===== src/hw/wts_map.svh =====
/*
  Register offsets, bit positions, reset values and timing counts of the
  wavetable voice engine.
  Assumes it is included by bare name from files that need the map.
*/
`ifndef WTS_MAP_SVH
`define WTS_MAP_SVH

`define WTS_OFF_CONV_HI    8'h1D
`define WTS_OFF_CONV_LO    8'h1E
`define WTS_OFF_CONV_CTL   8'h1F
`define WTS_OFF_VOICE_SEL  8'h20
`define WTS_OFF_PITCH_HI   8'h21
`define WTS_OFF_PITCH_LO   8'h22
`define WTS_OFF_BASE_HI    8'h23
`define WTS_OFF_BASE_LO    8'h24
`define WTS_OFF_FMT_LOOP   8'h25
`define WTS_OFF_LOOP_LO    8'h26
`define WTS_OFF_ENV_VOL    8'h27
`define WTS_OFF_VOL_LO     8'h2A

`define WTS_BIT_CONV_EN    1
`define WTS_BIT_SRC_SEL    0
`define WTS_BIT_VOL_ONLY   7
`define WTS_BIT_PITCH_ONLY 6
`define WTS_BIT_WIDE       7
`define WTS_BIT_FADE_DIR   7

`define WTS_RST_CTL        1'b0
`define WTS_RST_VSEL       8'h00
`define WTS_END_CODE       8'h80
`define WTS_ALIGN_ZERO     5'h00
`define WTS_LOOP_SEXT      6'h3F
`define WTS_SILENT_HI      7'h7F
`define WTS_LAST_VOICE     3'h7
`define WTS_ODD_NIB_OFF    16'h0002
`define WTS_PAIR_BYTES     16'h0003

`define WTS_CLK_HZ         100000000
`define WTS_RATE_HZ        25000
`define WTS_FRAME_CYC      (`WTS_CLK_HZ / `WTS_RATE_HZ)

`endif


===== src/hw/wts_pkg.sv =====
/*
  Types of the wavetable voice engine: port carriers, voice settings,
  voice play state, sequencer states and the whole engine state.
  Assumes wts_map.svh is available for the numbers.
*/
package wts_pkg;

  typedef struct packed {
    logic       wr;
    logic       rd;
    logic [7:0] addr;
    logic [7:0] wdata;
  } wts_reg_req_t;

  typedef struct packed {
    logic        rd;
    logic [15:0] addr;
  } wts_rom_req_t;

  typedef struct packed {
    logic [11:0] step;
    logic [3:0]  shift;
    logic [11:0] base;
    logic        wide;
    logic [9:0]  loop_off;
    logic        fade_dir;
    logic [1:0]  span;
    logic [9:0]  atten;
  } wts_voice_cfg_t;

  typedef struct packed {
    logic        active;
    logic        looped;
    logic [15:0] idx;
    logic [16:0] frac;
  } wts_voice_play_t;

  typedef enum logic [7:0] {
    WTS_S_IDLE    = 8'h01,
    WTS_S_REQ     = 8'h02,
    WTS_S_WAIT_HI = 8'h04,
    WTS_S_GET_HI  = 8'h08,
    WTS_S_WAIT_LO = 8'h10,
    WTS_S_GET_LO  = 8'h20,
    WTS_S_MIX     = 8'h40,
    WTS_S_NEXT    = 8'h80
  } wts_seq_t;

  typedef struct packed {
    logic [7:0]             conv_hi;
    logic [7:0]             conv_lo;
    logic                   conv_en;
    logic                   src_sel;
    logic [7:0]             vsel;
    wts_voice_cfg_t         stage;
    wts_voice_cfg_t [7:0]   cfg;
    wts_voice_play_t [7:0]  play;
    wts_seq_t               seq;
    logic [11:0]            cyc;
    logic [2:0]             voice;
    logic                   last_done;
    logic [7:0]             hi_byte;
    logic [3:0]             lo_nib;
    logic [15:0]            acc;
    wts_rom_req_t           rom;
    logic [7:0]             rdata;
    logic [15:0]            conv_out;
  } wts_state_t;

endpackage : wts_pkg


===== src/hw/wts_mix_add.sv =====
/*
  Scales one 12-bit signed sample by its attenuation and adds it to the
  running 16-bit mix with saturation.
  Assumes a purely combinational use inside the voice engine.
*/
`timescale 1ns/1ps
module wts_mix_add
(
  input  wire logic [11:0] sample,
  input  wire logic [9:0]  atten,
  input  wire logic [15:0] acc,
  output logic      [15:0] sum
);
  import wts_pkg::*;

  logic signed [22:0] prod;
  logic signed [16:0] wide_sum;
  logic        [9:0]  gain;

  always_comb
  begin
    // zero attenuation is full gain, all ones is silence
    gain     = ~atten;
    prod     = $signed(sample) * $signed({1'b0, gain});
    wide_sum = $signed({acc[15], acc}) + $signed({prod[21], prod[21:6]});
    // clip instead of wrap so loud chords do not flip sign
    if (wide_sum[16] != wide_sum[15])
    begin
      sum = wide_sum[16] ? 16'h8000 : 16'h7FFF;
    end
    else
    begin
      sum = wide_sum[15:0];
    end
  end

endmodule : wts_mix_add


===== src/hw/wts_top.sv =====
/*
  Eight-voice wavetable engine with its byte register port and the
  converter word output.
  Assumes the core's register port is synchronous to core_clk and that
  the wave ROM returns the byte one cycle after rom_req.rd is seen.
*/
// How it works
// - converter word kept in two bytes
// - converter output on only while enabled
// - source select picks synthesizer or core
// - voice-select write picks voice and starts
// - update mode bits limit what gets applied
// - position steps by pitch over shifted scale
// - first sample address is base times 32
// - width bit picks 8-bit or packed 12-bit
// - play once then loop until silent
// - repeat point is end plus loop offset
// - 10-bit attenuation, zero is loudest
// - fade direction steps bits down or up
// - span field picks how many bits fade
// - 80H byte marks end of sequence
// - unused locations read zero, ignore writes
`timescale 1ns/1ps
`include "wts_map.svh"
module wts_top
(
  input  wire logic                  core_clk,
  input  wire logic                  rst,
  input  wire wts_pkg::wts_reg_req_t reg_req,
  output logic                [7:0]  reg_rdata,
  output wts_pkg::wts_rom_req_t      rom_req,
  input  wire logic           [7:0]  rom_data,
  output logic                       conv_on,
  output logic                [15:0] conv_word
);
  import wts_pkg::*;

  localparam logic [11:0] FRAME_LAST = 12'(`WTS_FRAME_CYC - 1);

  wts_state_t      core_ff;
  wts_state_t      nxt_core;
  wts_voice_cfg_t  cur;
  wts_voice_play_t pv;
  logic [15:0]     mix_sum;

  // sample address; also used for the nibble byte of packed samples
  function automatic logic [15:0] samp_addr
  (
    input logic [11:0] base,
    input logic [15:0] idx,
    input logic        wide,
    input logic        nib
  );
    logic [15:0] pair3;
    logic [15:0] off;
    pair3 = {1'b0, idx[15:1]} * `WTS_PAIR_BYTES;
    if (!wide)
    begin
      off = idx;
    end
    else if (nib)
    begin
      off = pair3 + `WTS_ODD_NIB_OFF;
    end
    else
    begin
      off = pair3 + {15'h0000, idx[0]};
    end
    // only eleven base bits fit above the five zero bits
    return {base[10:0], `WTS_ALIGN_ZERO} + off;
  endfunction : samp_addr

  // one envelope step on the selected low attenuation bits
  function automatic logic [9:0] fade_step
  (
    input logic [9:0] att,
    input logic [1:0] span,
    input logic       dir
  );
    logic [2:0] mask;
    logic [2:0] field;
    logic [2:0] nf;
    mask = 3'h0;
    case (span)
      2'b00:   mask = 3'h7;
      2'b01:   mask = 3'h3;
      2'b10:   mask = 3'h1;
      default: mask = 3'h0;
    endcase
    field = att[2:0] & mask;
    nf    = field;
    if (dir && field != 3'h0)
    begin
      nf = field - 3'h1;
    end
    else if (!dir && field != mask)
    begin
      nf = field + 3'h1;
    end
    return {att[9:3], (att[2:0] & ~mask) | nf};
  endfunction : fade_step

  assign cur = core_ff.cfg[core_ff.voice];
  assign pv  = core_ff.play[core_ff.voice];

  wts_mix_add u_mix
  (
    .sample (
      {core_ff.hi_byte, core_ff.lo_nib}),
    .atten  (cur.atten),
    .acc    (core_ff.acc),
    .sum    (mix_sum)
  );

  always_comb
  begin
    logic [32:0] pos;
    logic [26:0] inc;
    logic [9:0]  att_new;
    logic [2:0]  v;
    nxt_core          = core_ff;
    pos               = {pv.idx, pv.frac};
    inc               = {15'h0000, cur.step} << cur.shift;
    att_new           = fade_step(cur.atten, cur.span, cur.fade_dir);
    v                 = reg_req.wdata[2:0];
    nxt_core.rom.rd   = 1'b0;
    nxt_core.last_done = 1'b0;

    // frame counter paces the whole voice sweep
    if (core_ff.cyc == FRAME_LAST)
    begin
      nxt_core.cyc = 12'h000;
    end
    else
    begin
      nxt_core.cyc = core_ff.cyc + 12'h001;
    end

    case (core_ff.seq)
      WTS_S_IDLE:
      begin
        if (core_ff.cyc == 12'h000)
        begin
          nxt_core.voice = 3'h0;
          nxt_core.acc   = 16'h0000;
          nxt_core.seq   = WTS_S_REQ;
        end
      end
      WTS_S_REQ:
      begin
        if (pv.active)
        begin
          nxt_core.rom.addr = samp_addr(cur.base, pv.idx, cur.wide, 1'b0);
          nxt_core.rom.rd   = 1'b1;
          nxt_core.seq      = WTS_S_WAIT_HI;
        end
        else
        begin
          nxt_core.seq = WTS_S_NEXT;
        end
      end
      WTS_S_WAIT_HI:
      begin
        nxt_core.seq = WTS_S_GET_HI;
      end
      WTS_S_GET_HI:
      begin
        nxt_core.hi_byte = rom_data;
        nxt_core.lo_nib  = 4'h0;
        if (cur.wide && rom_data != `WTS_END_CODE)
        begin
          nxt_core.rom.addr = samp_addr(cur.base, pv.idx, 1'b1, 1'b1);
          nxt_core.rom.rd   = 1'b1;
          nxt_core.seq      = WTS_S_WAIT_LO;
        end
        else
        begin
          nxt_core.seq = WTS_S_MIX;
        end
      end
      WTS_S_WAIT_LO:
      begin
        nxt_core.seq = WTS_S_GET_LO;
      end
      WTS_S_GET_LO:
      begin
        // even sample holds the upper nibble, odd the lower
        nxt_core.lo_nib = pv.idx[0] ? rom_data[3:0] : rom_data[7:4];
        nxt_core.seq    = WTS_S_MIX;
      end
      WTS_S_MIX:
      begin
        if (core_ff.hi_byte == `WTS_END_CODE)
        begin
          // silent frame for this voice while it jumps back
          nxt_core.play[core_ff.voice].idx =
            pv.idx + {`WTS_LOOP_SEXT, cur.loop_off};
          nxt_core.play[core_ff.voice].frac   = 17'h00000;
          nxt_core.play[core_ff.voice].looped = 1'b1;
        end
        else
        begin
          nxt_core.acc = mix_sum;
          pos = pos + {6'h00, inc};
          nxt_core.play[core_ff.voice].idx  = pos[32:17];
          nxt_core.play[core_ff.voice].frac = pos[16:0];
        end
        nxt_core.cfg[core_ff.voice].atten = att_new;
        if (pv.looped && att_new[9:3] == `WTS_SILENT_HI)
        begin
          nxt_core.play[core_ff.voice].active = 1'b0;
        end
        nxt_core.seq = WTS_S_NEXT;
      end
      WTS_S_NEXT:
      begin
        if (core_ff.voice == `WTS_LAST_VOICE)
        begin
          nxt_core.last_done = 1'b1;
          nxt_core.seq       = WTS_S_IDLE;
        end
        else
        begin
          nxt_core.voice = core_ff.voice + 3'h1;
          nxt_core.seq   = WTS_S_REQ;
        end
      end
      default:
      begin
        nxt_core.seq = WTS_S_IDLE;
      end
    endcase

    // converter word: off, synthesizer mix, or the core's own word
    if (!core_ff.conv_en)
    begin
      nxt_core.conv_out = 16'h0000;
    end
    else if (core_ff.src_sel)
    begin
      if (core_ff.last_done)
      begin
        nxt_core.conv_out = core_ff.acc;
      end
    end
    else
    begin
      nxt_core.conv_out = {core_ff.conv_hi, core_ff.conv_lo};
    end

    // register writes; a write overrides the sweep in the same cycle
    if (reg_req.wr)
    begin
      if (reg_req.addr == `WTS_OFF_CONV_HI)
      begin
        nxt_core.conv_hi = reg_req.wdata;
      end
      else if (reg_req.addr == `WTS_OFF_CONV_LO)
      begin
        nxt_core.conv_lo = reg_req.wdata;
      end
      else if (reg_req.addr == `WTS_OFF_CONV_CTL)
      begin
        nxt_core.conv_en = reg_req.wdata[`WTS_BIT_CONV_EN];
        nxt_core.src_sel = reg_req.wdata[`WTS_BIT_SRC_SEL];
      end
      else if (reg_req.addr == `WTS_OFF_VOICE_SEL)
      begin
        nxt_core.vsel = {reg_req.wdata[7:6], 3'b000, v};
        case ({reg_req.wdata[`WTS_BIT_VOL_ONLY],
               reg_req.wdata[`WTS_BIT_PITCH_ONLY]})
          2'b00:
          begin
            // relies on the core having staged every field first
            nxt_core.cfg[v]         = core_ff.stage;
            nxt_core.play[v].active = 1'b1;
            nxt_core.play[v].looped = 1'b0;
            nxt_core.play[v].idx    = 16'h0000;
            nxt_core.play[v].frac   = 17'h00000;
          end
          2'b01:
          begin
            nxt_core.cfg[v].step  = core_ff.stage.step;
            nxt_core.cfg[v].shift = core_ff.stage.shift;
          end
          2'b10:
          begin
            nxt_core.cfg[v].atten = core_ff.stage.atten;
          end
          default:
          begin
            nxt_core.vsel = core_ff.vsel;
          end
        endcase
      end
      else if (reg_req.addr == `WTS_OFF_PITCH_HI)
      begin
        nxt_core.stage.shift      = reg_req.wdata[7:4];
        nxt_core.stage.step[11:8] = reg_req.wdata[3:0];
      end
      else if (reg_req.addr == `WTS_OFF_PITCH_LO)
      begin
        nxt_core.stage.step[7:0] = reg_req.wdata;
      end
      else if (reg_req.addr == `WTS_OFF_BASE_HI)
      begin
        nxt_core.stage.base[11:8] = reg_req.wdata[3:0];
      end
      else if (reg_req.addr == `WTS_OFF_BASE_LO)
      begin
        nxt_core.stage.base[7:0] = reg_req.wdata;
      end
      else if (reg_req.addr == `WTS_OFF_FMT_LOOP)
      begin
        nxt_core.stage.wide          = reg_req.wdata[`WTS_BIT_WIDE];
        nxt_core.stage.loop_off[9:8] = reg_req.wdata[1:0];
      end
      else if (reg_req.addr == `WTS_OFF_LOOP_LO)
      begin
        nxt_core.stage.loop_off[7:0] = reg_req.wdata;
      end
      else if (reg_req.addr == `WTS_OFF_ENV_VOL)
      begin
        nxt_core.stage.fade_dir   = reg_req.wdata[`WTS_BIT_FADE_DIR];
        nxt_core.stage.span       = reg_req.wdata[3:2];
        nxt_core.stage.atten[9:8] = reg_req.wdata[1:0];
      end
      else if (reg_req.addr == `WTS_OFF_VOL_LO)
      begin
        nxt_core.stage.atten[7:0] = reg_req.wdata;
      end
    end

    // power-off blanks the word in the same edge, so it never lags the enable going low
    if (!nxt_core.conv_en)
    begin
      nxt_core.conv_out = 16'h0000;
    end

    // reads answer one cycle later; holes and spare bits give zero
    nxt_core.rdata = 8'h00;
    if (reg_req.rd)
    begin
      if (reg_req.addr == `WTS_OFF_CONV_HI)
      begin
        nxt_core.rdata = core_ff.conv_hi;
      end
      else if (reg_req.addr == `WTS_OFF_CONV_LO)
      begin
        nxt_core.rdata = core_ff.conv_lo;
      end
      else if (reg_req.addr == `WTS_OFF_CONV_CTL)
      begin
        nxt_core.rdata = {6'h00, core_ff.conv_en, core_ff.src_sel};
      end
      else if (reg_req.addr == `WTS_OFF_VOICE_SEL)
      begin
        nxt_core.rdata = core_ff.vsel;
      end
      else if (reg_req.addr == `WTS_OFF_PITCH_HI)
      begin
        nxt_core.rdata = {core_ff.stage.shift, core_ff.stage.step[11:8]};
      end
      else if (reg_req.addr == `WTS_OFF_PITCH_LO)
      begin
        nxt_core.rdata = core_ff.stage.step[7:0];
      end
      else if (reg_req.addr == `WTS_OFF_BASE_HI)
      begin
        nxt_core.rdata = {4'h0, core_ff.stage.base[11:8]};
      end
      else if (reg_req.addr == `WTS_OFF_BASE_LO)
      begin
        nxt_core.rdata = core_ff.stage.base[7:0];
      end
      else if (reg_req.addr == `WTS_OFF_FMT_LOOP)
      begin
        nxt_core.rdata = {core_ff.stage.wide, 5'h00,
                          core_ff.stage.loop_off[9:8]};
      end
      else if (reg_req.addr == `WTS_OFF_LOOP_LO)
      begin
        nxt_core.rdata = core_ff.stage.loop_off[7:0];
      end
      else if (reg_req.addr == `WTS_OFF_ENV_VOL)
      begin
        nxt_core.rdata = {core_ff.stage.fade_dir, 3'h0, core_ff.stage.span,
                          core_ff.stage.atten[9:8]};
      end
      else if (reg_req.addr == `WTS_OFF_VOL_LO)
      begin
        nxt_core.rdata = core_ff.stage.atten[7:0];
      end
    end

    // word and parameter bytes keep whatever they held
    if (rst)
    begin
      nxt_core.conv_en   = `WTS_RST_CTL;
      nxt_core.src_sel   = `WTS_RST_CTL;
      nxt_core.vsel      = `WTS_RST_VSEL;
      nxt_core.seq       = WTS_S_IDLE;
      nxt_core.cyc       = 12'h000;
      nxt_core.voice     = 3'h0;
      nxt_core.last_done = 1'b0;
      nxt_core.acc       = 16'h0000;
      nxt_core.rom       = '0;
      nxt_core.rdata     = 8'h00;
      nxt_core.conv_out  = 16'h0000;
      for (int i = 0; i < 8; i++)
      begin
        nxt_core.play[i].active = 1'b0;
        nxt_core.play[i].looped = 1'b0;
      end
    end
  end

  always_ff @(posedge core_clk)
  begin
    core_ff <= nxt_core;
  end

  assign reg_rdata = core_ff.rdata;
  assign rom_req   = core_ff.rom;
  assign conv_on   = core_ff.conv_en;
  assign conv_word = core_ff.conv_out;

endmodule : wts_top


===== config.mk =====
export PLATFORM = sky130hd
export DESIGN_NAME = wts_top
export DESIGN_NICKNAME = d
export VERILOG_FILES = /design/src/hw/wts_pkg.sv /design/src/hw/wts_mix_add.sv /design/src/hw/wts_top.sv
export VERILOG_INCLUDE_DIRS = /design/src /design/src/hw
export SDC_FILE = /design/constraint.sdc
export NUM_CORES = 2
export LEC_CHECK = 0
export BUFFER_PORTS_ARGS = -buffer_cell sky130_fd_sc_hd__buf_2
export CAP_MARGIN = 10
export CORE_MARGIN = 4
export CORE_UTILIZATION = 25
export DETAILED_ROUTE_END_ITERATION = 8
export SLEW_MARGIN = 20
export SYNTH_ARGS = -nofsm -noshare
export SYNTH_HDL_FRONTEND = slang
export SYNTH_SLANG_ARGS = --single-unit

===== constraint.sdc =====
create_clock -name core_clk -period 22 [get_ports core_clk]
set_clock_uncertainty 0.05 [all_clocks]
set_input_delay 4.4 -clock core_clk [delete_from_list [all_inputs] [get_ports core_clk]]
set_output_delay 4.4 -clock core_clk [all_outputs]
set_load 0.1 [all_outputs]

; ---- Word-level counts from Yosys, hierarchy flattened
; Index checks and enable logic that the tools add are counted.
; W data, S select, Z words.
[totals]
input_bits = 28
out_inout_bits = 42
elab_cells = 352
ff_bits = 864
[op_classes]
n_eq_ne = 37
n_bitwise = 20
n_reduce_logical = 35
n_addsub = 11
shift = 1
order_cmp = 4
muxes = 118
multipliers = 2
[op_table]
columns = operator, n
row1 = $bwmux W280, 10
row2 = $mux W758, 3
row3 = $bwmux W416, 5
row4 = $mux W696, 2
row5 = $pmux W416 S3, 1
row6 = $mux W280, 4
row7 = $demux W35 S3, 8
row8 = $demux W52 S3, 5
row9 = $mux W756, 1
row10 = $mux W52, 4
row11 = $mux W16, 11
row12 = $mux W8, 22
row13 = $bmux W52 S3, 1
row14 = $bmux W35 S3, 1
row15 = $mux W35, 3
row16 = $eq A8 B6 Y1 const B, 10
row17 = $mux W36, 2
row18 = $mux W17, 4
row19 = $mux W34, 2
row20 = $mux W33, 2
row21 = $pmux W8 S8, 1
row22 = $add A16 B16 Y16, 3
row23 = $mux W40, 1
row24 = $pmux W17 S2, 1
row25 = 67 further kinds, 121

; ---- Longest topological paths before layout
[logic_depth]
word_depth = 24
ltp_mapped = 38
depth_no_buf = 32

; ---- Modules after synthesis
; Synthesis repeated with hierarchy kept, for this count alone.
[unflattened]
cells_unflattened = 6012
area_unflattened_um2 = 51321.7
[modules_own_cells]
columns = mod, cells_per_inst, instances, seq_area_each_um2, area_each_um2
row1 = wts_top, 5355, 1, 21220.4, 45623.8
row2 = wts_mix_add, 657, 1, 0.0, 5698.0

; ---- Worst setup path before layout
; Ideal clock, no wire load.
[synth_timing]
path_kind = in2reg
from = input port reg_req[12] (netlist bit)
to = register core_ff[841] (netlist bit)
t_required_ns = 21.798
t_arrival_ns = 22.445
setup_slack_ns = -0.647
cell_stages = 7
path_buffers = 0
cell_sequence = nand2b_1 nor4_1 nor2b_1 nand3_1 a21oi_1 mux2i_1 nor2_1
[synth_via]
elab_chain_len = 3
[synth_rtl]
columns = element, line
row1 = from (decl), wts_top.sv:29  ; input wire wts_pkg::wts_reg_req_t reg_req,
row2 = $eq A8 B5 Y1 (no line), -
row3 = $not A1 Y1 (no line), -
row4 = $reduce_and A6 Y1 (no line) (*), -
row5 = to (signal assigned), wts_top.sv:420  ; core_ff <= nxt_core;
row6 = to (decl), wts_top.sv:40  ; wts_state_t core_ff;
; Mark *: on every way between the ends. The rest lies on a longest branch, timed or not.
; A chain may end at the register's enable or synchronous reset.

; ---- Worst setup path in the final report
[layout_timing]
from = register core_ff[71] (netlist bit)
to = register core_ff[54] (netlist bit)
[layout_via]
elab_chain_len = 9
[layout_rtl]
columns = element, line
row1 = $bmux W52 S3 (*), wts_top.sv:103  ; assign cur = core_ff.cfg[core_ff.voice];
row2 = $mux W52 (not written as such) (*), wts_top.sv:103
row3 = $not A10 Y10 (*), wts_mix_add.sv:23  ; gain = ~atten;
row4 = $mul A12 B11 Y22 (*), wts_mix_add.sv:24  ; prod = $signed(sample) * $signed({1'b0, gain});
row5 = $add A16 B16 Y17 (*), wts_mix_add.sv:25  ; wide_sum = $signed({acc[15], acc}) + $signed({prod[21], prod[21:6]});
row6 = $mux W16 / $ne A1 B1 Y1 (equally long branches), "wts_mix_add.sv:29, wts_mix_add.sv:27"
row7 = $mux W16 (*), wts_mix_add.sv:27  ; if (wide_sum[16] != wide_sum[15])
row8 = $mux W16 (*), wts_top.sv:193  ; if (core_ff.hi_byte == `WTS_END_CODE)
row9 = $pmux W16 S2 (*), wts_top.sv:139  ; case (core_ff.seq)
; Mark *: on every way between the ends. The rest lies on a longest branch, timed or not. The select of a mux whose other input is x is not followed.

==> qor.yml <==
outcome:
  status: "finished clean"
clock_tree:
  clk_path_buf_depth: 3
  cts.reportedPaths.clkPinSlew_ns: 0.06
  post_cts_buffers: 0
  cts_hold_buf: 0
  clock-sinks: 856
  clockRootBuffer: "clkbuf_16"
  numCtsBuffers: 98
  cts-resized-gates: 0
  cts_tree: "yes"
  clock_latency_ns: 0.70
  cts_max_level: 3
floorplan:
  dieArea_sq_um: 210000
  num_rows: 164
  core_sq_um: 200700
  die_w_microns: 458.2
  ios: 70
  die_h_microns: 458.2
  initial_core_util: 0.2525
grt:
  grt_pass1_wl_mm: 272.1
  grt_max_degree: 177
  antenna_found_initial: 5
  grt_pass1_vias: 42471
  track_usage: 0.1658
  grt_overflow: 0
synth:
  ys_warn_count: 0
  avgSynthCellArea_sq_um: 8.467
  async_reset_ff_frac: 0
  synth_nets: 6277
  synth-edff-count: 408
  syn_inst: 5985
  synth_ff_type: "dfxtp_1"
  ys_seq_elements: 856
  syn_area_sq_um: 50670
  seq_area_frac_synth: 0.4188
  ys_types: 97
finish:
  area_growth_pct: 12.13
  instances_no_fill: 8486
  fill_cells: 21191
  nNetsFinal: 6035
  drive_above_1_share: 0.08478
worst_hold_path:
  min-delay-path-class: "flip-flop to flip-flop"
power_and_ir_drop:
  irDropWorstVdd_uv: 56.63
  p_leak_uw: 0.02087
  p_per_area_nw_per_um2: 63.62
critical_path:
  rrSetupSlack_ns: 12.17
  crit_top_cell: "fa_1"
  r2r-start: "core_ff[71]"
  crit_path_end_kind: "flip-flop"
  cp_data_arrival_time_ns: 10.40
  timing.critical_path.from: "core_ff[71]"
  start_kind: "flip-flop"
  crit_slowest_cell: "a221oi_1"
  worst_ep_required_time_ns: 22.57
  critical-path-top-delay-family: "compound AO/OA/AOI/OAI gates"
  critPathMaxFanout: 58
  path_class: "flip-flop to flip-flop"
  r2r_end: "core_ff[54]"
  timing.reg2reg.worst_path_depth: 29
  cp_num_buf_inv: 3
  cp_num_cells: 29
  crit_path_max_incr_delay_ns: 0.81
  endpoint: "core_ff[54]"
detailed_routing:
  route.vias.total: 46003
  vias_per_cell: 5.421
  routed_wirelength_mm: 183.9
  wl_per_cell_microns: 21.67
  detail-route-antenna-nets: 0
  firstDrtPassIters: 7
  route.detailed.drc: 0
  dr.first_iter.drc_count: 6173
place:
  hpwl_mm: 112.8
  gp_congestion: 0.9141
  dp_cells: 8298
  portBuffers: 69
sta:
  setup_viol: 0
  final_hold_viol_count: 0
  drv_slew: 0
  tightest_slew_ns: 1.307
  grt_setup_unrepaired: "false"
  holdWs_ns: 0.3885
  min_period_over_period: 0.4467
  period_minus_slack_ns: 9.828
  fin_setup_tns_ns: 0
  maxSlewHeadroom: 0.1213
  fmax_mhz: 101.7
flow_run:
  drv_cap: 0
## layout make-up
cell class	count	area (sq um)	share of cell area
multi-input cells	4393	26880	0.4731
diodes	3	7.507	0.0001321
clock inverters	60	633.1	0.01114
clock buffers	124	2714	0.04776
repair buffers	179	1221	0.02149
inverters	215	812.0	0.01429
flip-flops and latches	856	21230	0.3736
well taps	2656	3323	0.05848
## placed cells by master (no fill, tap or decap), drive strengths merged, types with 29 or more instances in the layout
cell / instances
a21o: 37
nor2: 551
nand3: 183
clkinv: 33
clkbuf: 124
edfxtp: 408
buf: 179
nand2: 1091
ha: 149
nor2b: 35
a31oi: 208
nand2b: 34
mux2i: 88
fa: 115
o21ai: 184
inv: 221
nor4: 41
a221oi: 29
xor2: 43
xnor2: 76
nor3: 75
mux2: 49
a21oi: 640
a211oi: 86
and2: 72
a22oi: 111
o22ai: 178
dfxtp: 448
## kinds of logic after synthesis
| logic type | synth area share |
|---|---|
| XOR/XNOR | 0.02057 |
| flip-flops | 0.4188 |
| buffers and inverters | 0.05839 |
| adder cells (fa/ha/maj) | 0.08222 |
| AO/OA/AOI/OAI | 0.2002 |
| multiplexers | 0.03049 |
| AND/OR/NAND/NOR | 0.1894 |
## registers in the layout (all words and copies together), names as in the netlist
register	flops
conv_on	1
conv_word	16
core_ff	814
rom_req	17
reg_rdata	8
## synth_stat cells, types with 115 or more instances
master	number	area [sq um]
nand2_1	1091	4095
a21oi_1	638	3193
nor2_1	550	2064
dfxtp_1	448	8969
clkbuf_1	417	1565
edfxtp_1	408	12250
inv_1	214	803.3
a31oi_1	208	1301
nand3_1	182	910.9
o22ai_1	178	1114
o21ai_0	176	880.8
ha_1	149	1864
fa_1	115	2302
## power breakdown
part / switching [uW] / internal [uW] / total, uW
clock network: 723 / 987 / 1710
registers: 4.42 / 1660 / 1670
logic: 169 / 71.3 / 240
## routing by layer
metal / GRT usage / vias up / part of all wire
met2: 0.2571 / 2485 / 0.44
met1: 0.2246 / 22374 / 0.41
met4: 0.06591 / 2 / 0.040
met3: 0.03583 / 370 / 0.11
li1: - / 20772 / -
met5: 0 / - / 0.000071
## worst min-delay path by stage
stage / end / cells past startpoint / start / slack, ns
finish: core_ff[538] / 2 / core_ff[538] / 0.39
global route: core_ff[480] / 2 / core_ff[480] / 0.41
CTS: core_ff[480] / 2 / core_ff[480] / 0.39
detailed placement: core_ff[480] / 2 / core_ff[480] / 0.38
global placement: core_ff[481] / 2 / core_ff[481] / 0.38
floorplan: core_ff[480] / 2 / core_ff[480] / 0.37
## per-stage QoR
step	setup slack [ns]	power, uW	cell area, sq um	util
after floorplan	6.918	1863	50680	-
after global placement	11.99	1931	53380	0.2660
after detailed placement	11.91	1934	53420	0.2662
after CTS	11.91	3630	56760	0.2828
after global routing	11.50	3718	56820	0.2831
final	12.17	3615	56820	0.2832
## tightest hold or removal path, stage by stage (launching register included)
cell and delay [ns]:
dfxtp_1 0.31, nand2_1 0.05, nand2_1 0.04
(Power assumes the default switching activity.)
